$ cat src/design/rdt_pkg.sv
// Register map, field layout and reset values of the reload down timer
package rdt_pkg;
   localparam int ADDR_W = 5;
   localparam int DATA_W = 32;
   localparam int CNT_W = 16;
   localparam int DIV_W = 15;
   // Byte offsets of the word registers
   localparam logic [ADDR_W-1:0] OFS_CLOCK_SELECT = 5'h00;
   localparam logic [ADDR_W-1:0] OFS_MODE_SELECT = 5'h04;
   localparam logic [ADDR_W-1:0] OFS_RUN_CONTROL = 5'h08;
   localparam logic [ADDR_W-1:0] OFS_RELOAD_VALUE = 5'h0C;
   localparam logic [ADDR_W-1:0] OFS_COUNT_VALUE = 5'h10;
   localparam logic [ADDR_W-1:0] OFS_UNDERFLOW_STATUS = 5'h14;
   localparam logic [ADDR_W-1:0] OFS_UNDERFLOW_IRQ_MASK = 5'h18;
   // Field positions
   localparam int POS_DEBUG_KEEP_RUNNING = 8;
   localparam int POS_DIVIDE_LSB = 4;
   localparam int POS_SOURCE_LSB = 0;
   localparam int POS_ONESHOT = 0;
   localparam int POS_RUN = 8;
   localparam int POS_PRESET = 1;
   localparam int POS_GATE = 0;
   localparam int POS_UNDERFLOW_FLAG = 0;
   localparam int POS_UNDERFLOW_IE = 0;
   // Reset values
   localparam logic [CNT_W-1:0] RST_RELOAD = 16'hFFFF;
   localparam logic [CNT_W-1:0] RST_COUNT = 16'hFFFF;
   localparam logic [3:0] RST_DIVIDE = 4'h0;
   localparam logic [1:0] RST_SOURCE = 2'h0;
   // Clock source codes
   localparam logic [1:0] SRC_RC_OSC = 2'h0;
   localparam logic [1:0] SRC_LOW_OSC = 2'h1;
   localparam logic [1:0] SRC_HIGH_OSC = 2'h2;
   localparam logic [1:0] SRC_EXTERNAL = 2'h3;
   // Highest divide code each source accepts
   localparam logic [3:0] MAXDIV_RC_OSC = 4'hF;
   localparam logic [3:0] MAXDIV_LOW_OSC = 4'h8;
   localparam logic [3:0] MAXDIV_HIGH_OSC = 4'hF;
   localparam logic [3:0] MAXDIV_EXTERNAL = 4'h0;
endpackage : rdt_pkg

$ cat src/design/rdt_top.sv
// Reload down timer channel with Avalon-MM register slave
//
// Overview of operation
// - Once running, count down from the reload value and pulse on underflow.
// - Underflows repeat every reload value plus one divided clock ticks.
// - Repeat mode reloads on each underflow and counts until run is cleared.
// - One-shot mode reloads on first underflow, then halts and clears run.
// - Underflow drives peripheral clock (repeat only) and interrupt logic.
// - Run bit 8 starts on 1, stops on 0, reads running state.
// - Preset bit 1 copies reload into counter, reads 1 while pending.
// - Clock gate bit 0 enables the counter clock; resets to 0.
// - Reload register resets to 0xffff; copied into the count on preset or underflow.
// - Read-only count register shows live count, resets to 0xffff.
// - Underflow flag set by underflow, cleared by writing 1, resets 0.
// - Interrupt request only while flag and its enable are both set.
// - Debug keep-running bit 8 keeps counting during debug halt.
// - Four-bit divide code picks power-of-two ratio 1/1 to 1/32768.
// - Two-bit source picks one of three oscillators or external input.
// - Sources not implemented cannot clock the counter.
// - Interrupt enable bit 0 permits underflow requests; resets to 0.
//
// The placing of the registers and the Avalon-MM register port were left to the implementer.
`timescale 1ns/1ps
module rdt_top
   import rdt_pkg::*;
#(
   // Bit n set means source code n exists on this channel
   parameter logic [3:0] SRC_PRESENT = 4'hF
) (
   // Clock and reset
   input wire logic clk_in,
   input wire logic rst_in,
   // Avalon-MM slave
   input wire logic [rdt_pkg::ADDR_W-1:0] avs_address_in,
   input wire logic avs_read_in,
   input wire logic avs_write_in,
   input wire logic [rdt_pkg::DATA_W-1:0] avs_writedata_in,
   input wire logic [3:0] avs_byteenable_in,
   output logic [rdt_pkg::DATA_W-1:0] avs_readdata_out,
   output logic avs_waitrequest_out,
   // Clock sources, asynchronous to clk_in
   input wire logic internal_rc_oscillator_in,
   input wire logic low_speed_oscillator_in,
   input wire logic high_speed_oscillator_in,
   input wire logic external_clock_input_in,
   // CPU debug halt, same clock domain
   input wire logic debug_halt_in,
   // Events
   output logic underflow_pulse_out,
   output logic peripheral_clock_out,
   output logic irq_out
);
   import rdt_pkg::*;

   if (SRC_PRESENT == 4'h0) begin : g_chk
      $error("rdt_top: at least one clock source must be present");
   end
   // Byte-enable lanes and the upper-zero read word assume a 32-bit bus
   if (DATA_W != 32) begin : g_chk_data
      $error("rdt_top: data bus must be 32 bits wide");
   end
   // The lane merge serves exactly one 16-bit register per word
   if (CNT_W != 16) begin : g_chk_width
      $error("rdt_top: register width must be 16");
   end
   // The prescaler must hold the mask of the slowest divide code
   if (DIV_W < 15) begin : g_chk_div
      $error("rdt_top: prescaler narrower than divide code 0xF needs");
   end
   // Every register offset has to fit the address port
   if (ADDR_W < 5) begin : g_chk_addr
      $error("rdt_top: address port too narrow for the register map");
   end
   // Field positions must fall inside the 16-bit register word
   if (POS_RUN >= CNT_W || POS_DEBUG_KEEP_RUNNING >= CNT_W
         || POS_DIVIDE_LSB + 4 > CNT_W) begin : g_chk_pos
      $error("rdt_top: a field position lies outside the register word");
   end

   typedef struct packed {
      // Bus answer
      logic ack;
      logic [DATA_W-1:0] rdata;
      // Source sampling and prescaler
      logic [3:0] sync1;
      logic [3:0] sync2;
      logic [3:0] sync3;
      logic [3:0] level;
      logic src_edge;
      logic [DIV_W-1:0] prescale;
      // Software-visible fields
      logic debug_keep_running;
      logic [3:0] clock_divide_select;
      logic [1:0] clock_source_select;
      logic oneshot_select;
      logic run_control_bit;
      logic preset_pending;
      logic count_clock_gate;
      logic [CNT_W-1:0] reload_field;
      logic [CNT_W-1:0] count_field;
      logic underflow_flag;
      logic underflow_irq_enable;
      // Event outputs
      logic uf_pulse;
      logic pclk;
      logic irq;
   } rdt_state_t;

   rdt_state_t state_reg;
   rdt_state_t state_next;

   // Low-order mask that a divide code waits on
   // Code 0 gives an empty mask, so every source edge is a tick
   function automatic logic [DIV_W-1:0] rdt_div_mask(input logic [3:0] code);
      logic [DIV_W:0] one_hot;
      one_hot = '0;
      one_hot[code] = 1'b1;
      return DIV_W'(one_hot - 1'b1);
   endfunction : rdt_div_mask

   // Byte-lane merge of a 16-bit register
   function automatic logic [CNT_W-1:0] rdt_merge(input logic [CNT_W-1:0] old,
         input logic [DATA_W-1:0] wd, input logic [3:0] be);
      logic [CNT_W-1:0] res;
      res = old;
      if (be[0]) begin
         res[7:0] = wd[7:0];
      end
      if (be[1]) begin
         res[15:8] = wd[15:8];
      end
      return res;
   endfunction : rdt_merge

   // Whether a source may run at a given divide code
   function automatic logic rdt_src_ok(input logic [1:0] src, input logic [3:0] dv,
         input logic [3:0] present);
      logic ok;
      ok = 1'b0;
      case (src)
         // The fast sources take every ratio
         SRC_RC_OSC: begin
            ok = dv <= MAXDIV_RC_OSC;
         end
         // The slow oscillator stops at a lower ratio
         SRC_LOW_OSC: begin
            ok = dv <= MAXDIV_LOW_OSC;
         end
         SRC_HIGH_OSC: begin
            ok = dv <= MAXDIV_HIGH_OSC;
         end
         // The external input is counted undivided only
         default: begin
            ok = dv <= MAXDIV_EXTERNAL;
         end
      endcase
      return ok & present[src];
   endfunction : rdt_src_ok

   // Read word of one register; reserved bits and unmapped offsets read 0
   // A read has no side effect, so polling the flag never clears it
   function automatic logic [DATA_W-1:0] rdt_read_word(input rdt_state_t s,
         input logic [ADDR_W-1:0] addr);
      logic [DATA_W-1:0] word;
      word = '0;
      case (addr)
         OFS_CLOCK_SELECT: begin
            word[POS_DEBUG_KEEP_RUNNING] = s.debug_keep_running;
            word[POS_DIVIDE_LSB +: 4] = s.clock_divide_select;
            word[POS_SOURCE_LSB +: 2] = s.clock_source_select;
         end
         OFS_MODE_SELECT: begin
            word[POS_ONESHOT] = s.oneshot_select;
         end
         OFS_RUN_CONTROL: begin
            word[POS_RUN] = s.run_control_bit;
            word[POS_PRESET] = s.preset_pending;
            word[POS_GATE] = s.count_clock_gate;
         end
         OFS_RELOAD_VALUE: begin
            word[CNT_W-1:0] = s.reload_field;
         end
         OFS_COUNT_VALUE: begin
            word[CNT_W-1:0] = s.count_field;
         end
         OFS_UNDERFLOW_STATUS: begin
            word[POS_UNDERFLOW_FLAG] = s.underflow_flag;
         end
         OFS_UNDERFLOW_IRQ_MASK: begin
            word[POS_UNDERFLOW_IE] = s.underflow_irq_enable;
         end
         default: begin
         end
      endcase
      return word;
   endfunction : rdt_read_word

   logic wr_hit;
   logic rd_hit;
   logic [3:0] src_raw;
   logic [3:0] level_new;
   logic [CNT_W-1:0] wd16;
   logic count_enable;
   logic div_tick;
   logic [DIV_W-1:0] div_mask;

   // A source that is not fitted is held low, so its sampler never moves
   assign src_raw = {external_clock_input_in, high_speed_oscillator_in,
                     low_speed_oscillator_in, internal_rc_oscillator_in} & SRC_PRESENT;

   always_comb begin
      state_next = state_reg;
      // Writes take effect at the edge where waitrequest is seen low
      wr_hit = avs_write_in & state_reg.ack;
      rd_hit = avs_read_in & ~state_reg.ack;
      wd16 = avs_writedata_in[CNT_W-1:0];
      state_next.ack = (avs_read_in | avs_write_in) & ~state_reg.ack;
      // The answer comes one cycle after the request; a request still held at the
      // answer edge is not taken twice, as ack is cleared there

      // Three-stage sampling; a level moves only once stages two and three agree
      // Limitation: a level must stand two bus clocks to be seen, so a source
      // faster than a quarter of the bus clock loses edges
      state_next.sync1 = src_raw;
      state_next.sync2 = state_reg.sync1;
      state_next.sync3 = state_reg.sync2;
      level_new = state_reg.level;
      for (int i = 0; i < 4; i++) begin
         if (state_reg.sync2[i] == state_reg.sync3[i]) begin
            level_new[i] = state_reg.sync3[i];
         end
      end
      state_next.level = level_new;
      state_next.src_edge = level_new[state_reg.clock_source_select]
            & ~state_reg.level[state_reg.clock_source_select]
            & rdt_src_ok(state_reg.clock_source_select, state_reg.clock_divide_select,
                         SRC_PRESENT);

      // debug halt suspends unless kept running
      count_enable = state_reg.count_clock_gate
            & (~debug_halt_in | state_reg.debug_keep_running);
      // power-of-two division of source edges
      // The prescaler is not restarted on a divide change, so the first tick after
      // a change may come early; change the divider while stopped
      div_mask = rdt_div_mask(state_reg.clock_divide_select);
      div_tick = 1'b0;
      if (count_enable & state_reg.src_edge) begin
         state_next.prescale = DIV_W'(state_reg.prescale + 1'b1);
         div_tick = (state_reg.prescale & div_mask) == div_mask;
      end

      // Counter and event outputs
      state_next.uf_pulse = 1'b0;
      state_next.pclk = 1'b0;
      // pending preset is served once counting is enabled: gate open, and no debug halt unless kept running
      // A tick that falls in the preset cycle is dropped, as the count restarts
      if (state_reg.preset_pending & count_enable) begin
         state_next.count_field = state_reg.reload_field;
         state_next.preset_pending = 1'b0;
      end else if (state_reg.run_control_bit & div_tick) begin
         // decrement per tick, reload when passing zero
         // period is reload plus one ticks
         if (state_reg.count_field == '0) begin
            state_next.count_field = state_reg.reload_field;
            state_next.uf_pulse = 1'b1;
            // clock out only in repeat mode
            state_next.pclk = ~state_reg.oneshot_select;
            if (state_reg.oneshot_select) begin
               state_next.run_control_bit = 1'b0;
            end
            state_next.underflow_flag = 1'b1;
         end else begin
            state_next.count_field = CNT_W'(state_reg.count_field - 1'b1);
         end
      end

      // Register writes
      if (wr_hit) begin
         case (avs_address_in)
            OFS_CLOCK_SELECT: begin
               if (avs_byteenable_in[1]) begin
                  state_next.debug_keep_running = wd16[POS_DEBUG_KEEP_RUNNING];
               end
               if (avs_byteenable_in[0]) begin
                  state_next.clock_divide_select = wd16[POS_DIVIDE_LSB +: 4];
                  state_next.clock_source_select = wd16[POS_SOURCE_LSB +: 2];
               end
            end
            OFS_MODE_SELECT: begin
               if (avs_byteenable_in[0]) begin
                  state_next.oneshot_select = wd16[POS_ONESHOT];
               end
            end
            OFS_RUN_CONTROL: begin
               // software start or stop wins over one-shot halt
               if (avs_byteenable_in[1]) begin
                  state_next.run_control_bit = wd16[POS_RUN];
               end
               if (avs_byteenable_in[0]) begin
                  state_next.count_clock_gate = wd16[POS_GATE];
                  // writing 0 leaves a pending preset alone
                  if (wd16[POS_PRESET]) begin
                     state_next.preset_pending = 1'b1;
                  end
               end
            end
            OFS_RELOAD_VALUE: begin
               // Taken even while running; a stopped timer is the safe time to write
               state_next.reload_field = rdt_merge(state_reg.reload_field,
                                                   avs_writedata_in, avs_byteenable_in);
            end
            OFS_COUNT_VALUE: begin
               // the count is read only; a write is answered and dropped
            end
            OFS_UNDERFLOW_STATUS: begin
               // write 1 clears, a same-cycle underflow wins
               if (avs_byteenable_in[0] & wd16[POS_UNDERFLOW_FLAG]
                     & ~state_next.uf_pulse) begin
                  state_next.underflow_flag = 1'b0;
               end
            end
            OFS_UNDERFLOW_IRQ_MASK: begin
               if (avs_byteenable_in[0]) begin
                  state_next.underflow_irq_enable = wd16[POS_UNDERFLOW_IE];
               end
            end
            default: begin
            end
         endcase
      end

      // request is flag and enable
      // Taken from the next flag and enable, so irq moves in step with the flag
      state_next.irq = state_next.underflow_flag & state_next.underflow_irq_enable;

      // Read data holds until the next read is taken
      if (rd_hit) begin
         state_next.rdata = rdt_read_word(state_reg, avs_address_in);
      end
   end

   always_ff @(posedge clk_in or posedge rst_in) begin
      if (rst_in) begin
         // Clear all, then load the divide, source, reload and count reset values
         state_reg <= '0;
         state_reg.clock_divide_select <= RST_DIVIDE;
         state_reg.clock_source_select <= RST_SOURCE;
         state_reg.reload_field <= RST_RELOAD;
         state_reg.count_field <= RST_COUNT;
      end else begin
         state_reg <= state_next;
      end
   end

   // Every output is a register field; only waitrequest has logic after the flop, an inverter on ack
   assign avs_readdata_out = state_reg.rdata;
   assign avs_waitrequest_out = ~state_reg.ack;
   assign underflow_pulse_out = state_reg.uf_pulse;
   assign peripheral_clock_out = state_reg.pclk;
   assign irq_out = state_reg.irq;
endmodule : rdt_top

$ cat config.mk
export PLATFORM = sky130hd
export DESIGN_NAME = rdt_top
export DESIGN_NICKNAME = d
export VERILOG_FILES = /design/src/design/rdt_pkg.sv /design/src/design/rdt_top.sv
export SDC_FILE = /design/constraint.sdc
export NUM_CORES = 1
export LEC_CHECK = 0
export BUFFER_PORTS_ARGS = -buffer_cell sky130_fd_sc_hd__clkbuf_2
export CORE_UTILIZATION = 55
export DETAILED_ROUTE_END_ITERATION = 10
export PLACE_DENSITY = 0.84
export SLEW_MARGIN = 10
export SYNTH_ARGS = -nofsm -noshare
export SYNTH_HDL_FRONTEND = slang
export SYNTH_SLANG_ARGS = --single-unit
$ cat constraint.sdc
create_clock -name clk_in -period 3.9 [get_ports clk_in]
set_input_delay 0.78 -clock clk_in [delete_from_list [all_inputs] [get_ports clk_in]]
set_output_delay 0.78 -clock clk_in [all_outputs]
set_load 0.03 [all_outputs]
==> metrics.yaml <==
die_x_um: 97.96
path_cells: "nor2_1 > nand3b_1 > ha_1 > nand2_1 > o221ai_1 > nor4b_2 > nand4b_1 > or2_1 > o41ai_1 > a21oi_1"
synth_area_sq_um: 5065
largest_reg_flops: 70
cp.required_ns: 4.20
io_pins: 86
finish.instance_area_sq_um: 5418
gr-total-overflow: 0
hold_violations: 0
violations: "DRC"
cap_violations: 0
htree_levels: 3
clk_latency_ns: 0.37
clock_sink_count: 97
track_usage: 0.2471
dp_hpwl_um: 7854
coreArea_sq_um: 8806
path_max_fanout: 13
max_freq_ghz: 0.3005
final.setup.tns_ns: 0
placed_area_sq_um: 5233
ys_ff_latch: 97
crit_type: "reg -> reg"
clk_pin_slew_ns: 0.10
dr.pass1.iters: 9
critPathSlowestCell: "or2_1"
yosysWarnings: 0
antennaDiodeCount: 0
status: "finished, violations left"
postCtsSetupBuffers: 0
antenna_found_initial: 0
cts_tree: "yes"
cts-root-buf: "clkbuf_8"
areaGrowthSynthToFinish_pct: 6.966
critical_path_arrival_ns: 3.63
startpoint_type: "flip-flop"
drtAntennaViolNets: 0
p_per_area_nw_per_um2: 414.3
endpoint_kind: "flip-flop"
fin_crit_ns: 3.328
vdd_drop_max_mv: 0.3900
drt_iter0_drc: 261
vias: 3843
drc: 4
rsz0062_at_grt: "false"
die_h_um: 97.96
fin_cells: 635
grt_pass1_vias: 3797
yosysSeqAreaShare: 0.4872
finalCritPeriodShare: 0.8534
synthCells: 494
hold_class: "reg -> reg"
synthFlopType: "dfrtp_1"
grt_pass1_wl_um: 18620
setup_ws_ns: 0.5717
slew_headroom: 0.2654
skew_ns: 0.007875
drive_above_1_share: 0.2865
dieArea_sq_um: 9596
synth.distinct_cells: 69
place_congestion: 0.8648
start_util: 0.5752
rows: 34
port_buffers: 51
setup_violations: 0
dp_cells: 619
post-place-ws_ns: 0.6425
grt_max_degree: 57
worst_pin_slew_ns: 1.097
async_flop_share: 1.000
cts.repair.resized: 0
hold_buffers: 0
num-nets-final: 575
postSynthAreaPerCell_sq_um: 10.25
p_leak_nw: 2.365
slew_viol_final: 0
synth_edf_count: 0
routed_wl_um: 10940
cp_slowest_stage_delay_ns: 0.48
viasPerCell: 6.052
cts_buffer_depth: 2
wl_per_cell_um: 17.23
cts_buffers: 9
==> cells in the final DEF, fill, tap and decap left out, types with 4 or more instances in the layout <==
master,synthesis,layout
clkbuf_2,0,51
inv_1,15,14
a21oi_1,26,26
dfrtp_1,65,65
nor4b_1,6,6
o221ai_1,5,5
nand3_1,15,15
nor2_1,48,48
xnor2_1,13,13
and2_1,5,5
nor4_1,7,6
buf_4,32,10
nand4_1,10,10
maj3_1,4,4
mux2_2,29,29
or3_1,4,4
and3_1,5,5
clkbuf_8,0,9
conb_1,1,16
a22oi_1,15,15
dfstp_2,32,32
a211oi_1,4,4
o21ai_0,14,14
nor3b_1,5,5
nand2_1,25,25
nor3_1,11,11
nand2b_1,6,6
o211ai_1,4,4
xor2_1,4,4
==> routing by layer <==
layer,global-route usage,routed length [um],share of wire,up-vias
met5,0,0,0,-
met4,0.1119,324,0.030,0
met3,0.05154,573,0.052,27
met2,0.4193,5642,0.52,131
met1,0.3042,4401,0.40,1895
li1,-,-,-,1790
==> cell type report <==
cell class | count | area [sq um]
inverters | 15 | 57.56
flip-flops and latches | 97 | 2467
clock inverters | 7 | 61.31
multi-input cells | 338 | 2242
repair buffers | 61 | 330.3
clock buffers | 9 | 123.9
well taps | 108 | 135.1
fillers | 715 | 3388
==> logic make-up (layout without fill, tap and decap cells) <==
group                      after synthesis  count (layout)  share of synthesized area
AOI/OAI and AO/OA                       95              95                     0.1304
xor gates and xnor gates                17              17                    0.02940
adders and majority gates                7               7                    0.01532
buffers and inverters                   74              92                    0.08300
DFF                                     97              97                     0.4872
muxes                                   30              30                    0.06645
other                                    1              16                  0.0007404
and+or+nand+nor                        173             173                     0.1875
==> synth_stat cells, drive strengths merged, types with 4 or more instances <==
cell type	count	area [sq um]
and3	5	31.28
nor4b	7	67.56
nor2b	4	25.02
or3	5	32.53
nand4	10	62.56
o211ai	4	30.03
clkbuf	12	45.04
xor2	4	35.03
buf	47	319.1
nand2b	6	37.54
a22oi	15	112.6
nor3	12	71.32
dfstp	32	840.8
mux2	29	326.6
nor2	49	186.4
dfrtp	65	1627
xnor2	13	113.9
nand2	26	100.1
nor3b	5	37.54
nor4	7	43.79
and2	6	38.79
o221ai	5	43.79
a21oi	26	130.1
inv	15	56.30
o21ai	14	70.07
nand3	15	75.07
a211oi	4	30.03
maj3	4	40.04
==> worst paths after layout <==
kind,from,slack (ns),to,cells after the start
setup / recovery,state_reg[45],0.57,state_reg[20],10
hold / removal,state_next[74],0.36,state_next[70],0
setup reg to reg,state_reg[45],0.57,state_reg[20],10
hold reg to reg,state_next[74],0.36,state_next[70],0
max in group asynchronous,rst_in,2.48,state_reg[11],3
min in group asynchronous,rst_in,0.55,underflow_pulse_out,2
==> where the power goes <==
| part | switching (mW) | internal [mW] |
|---|---|---|
| combinational | 0.275 | 0.153 |
| sequential | 0.0740 | 1.12 |
| clock | 0.383 | 0.244 |
| total | 0.732 | 1.51 |
==> worst max-delay path, delay by kind of cell, from the launching register on <==
kind / cells / cell delay, ns
AND/OR/NAND/NOR: 6 / 1.81
flip-flops: 1 / 0.39
AO/OA/AOI/OAI: 3 / 0.71
adder cells (fa/ha/maj): 1 / 0.35
==> metrics by stage <==
stage | hold slack, ns | util | total power [mW]
final | 0.3601 | 0.6152 | 2.245
after global routing | 0.3761 | 0.6152 | 2.347
after CTS | 0.3641 | 0.6152 | 2.254
after detailed placement | 0.3405 | 0.5942 | 1.635
after global placement | 0.3388 | 0.5942 | 1.612
after floorplan | 0.3312 | - | 1.563
No activity file was read; power rests on OpenSTA's default activity.
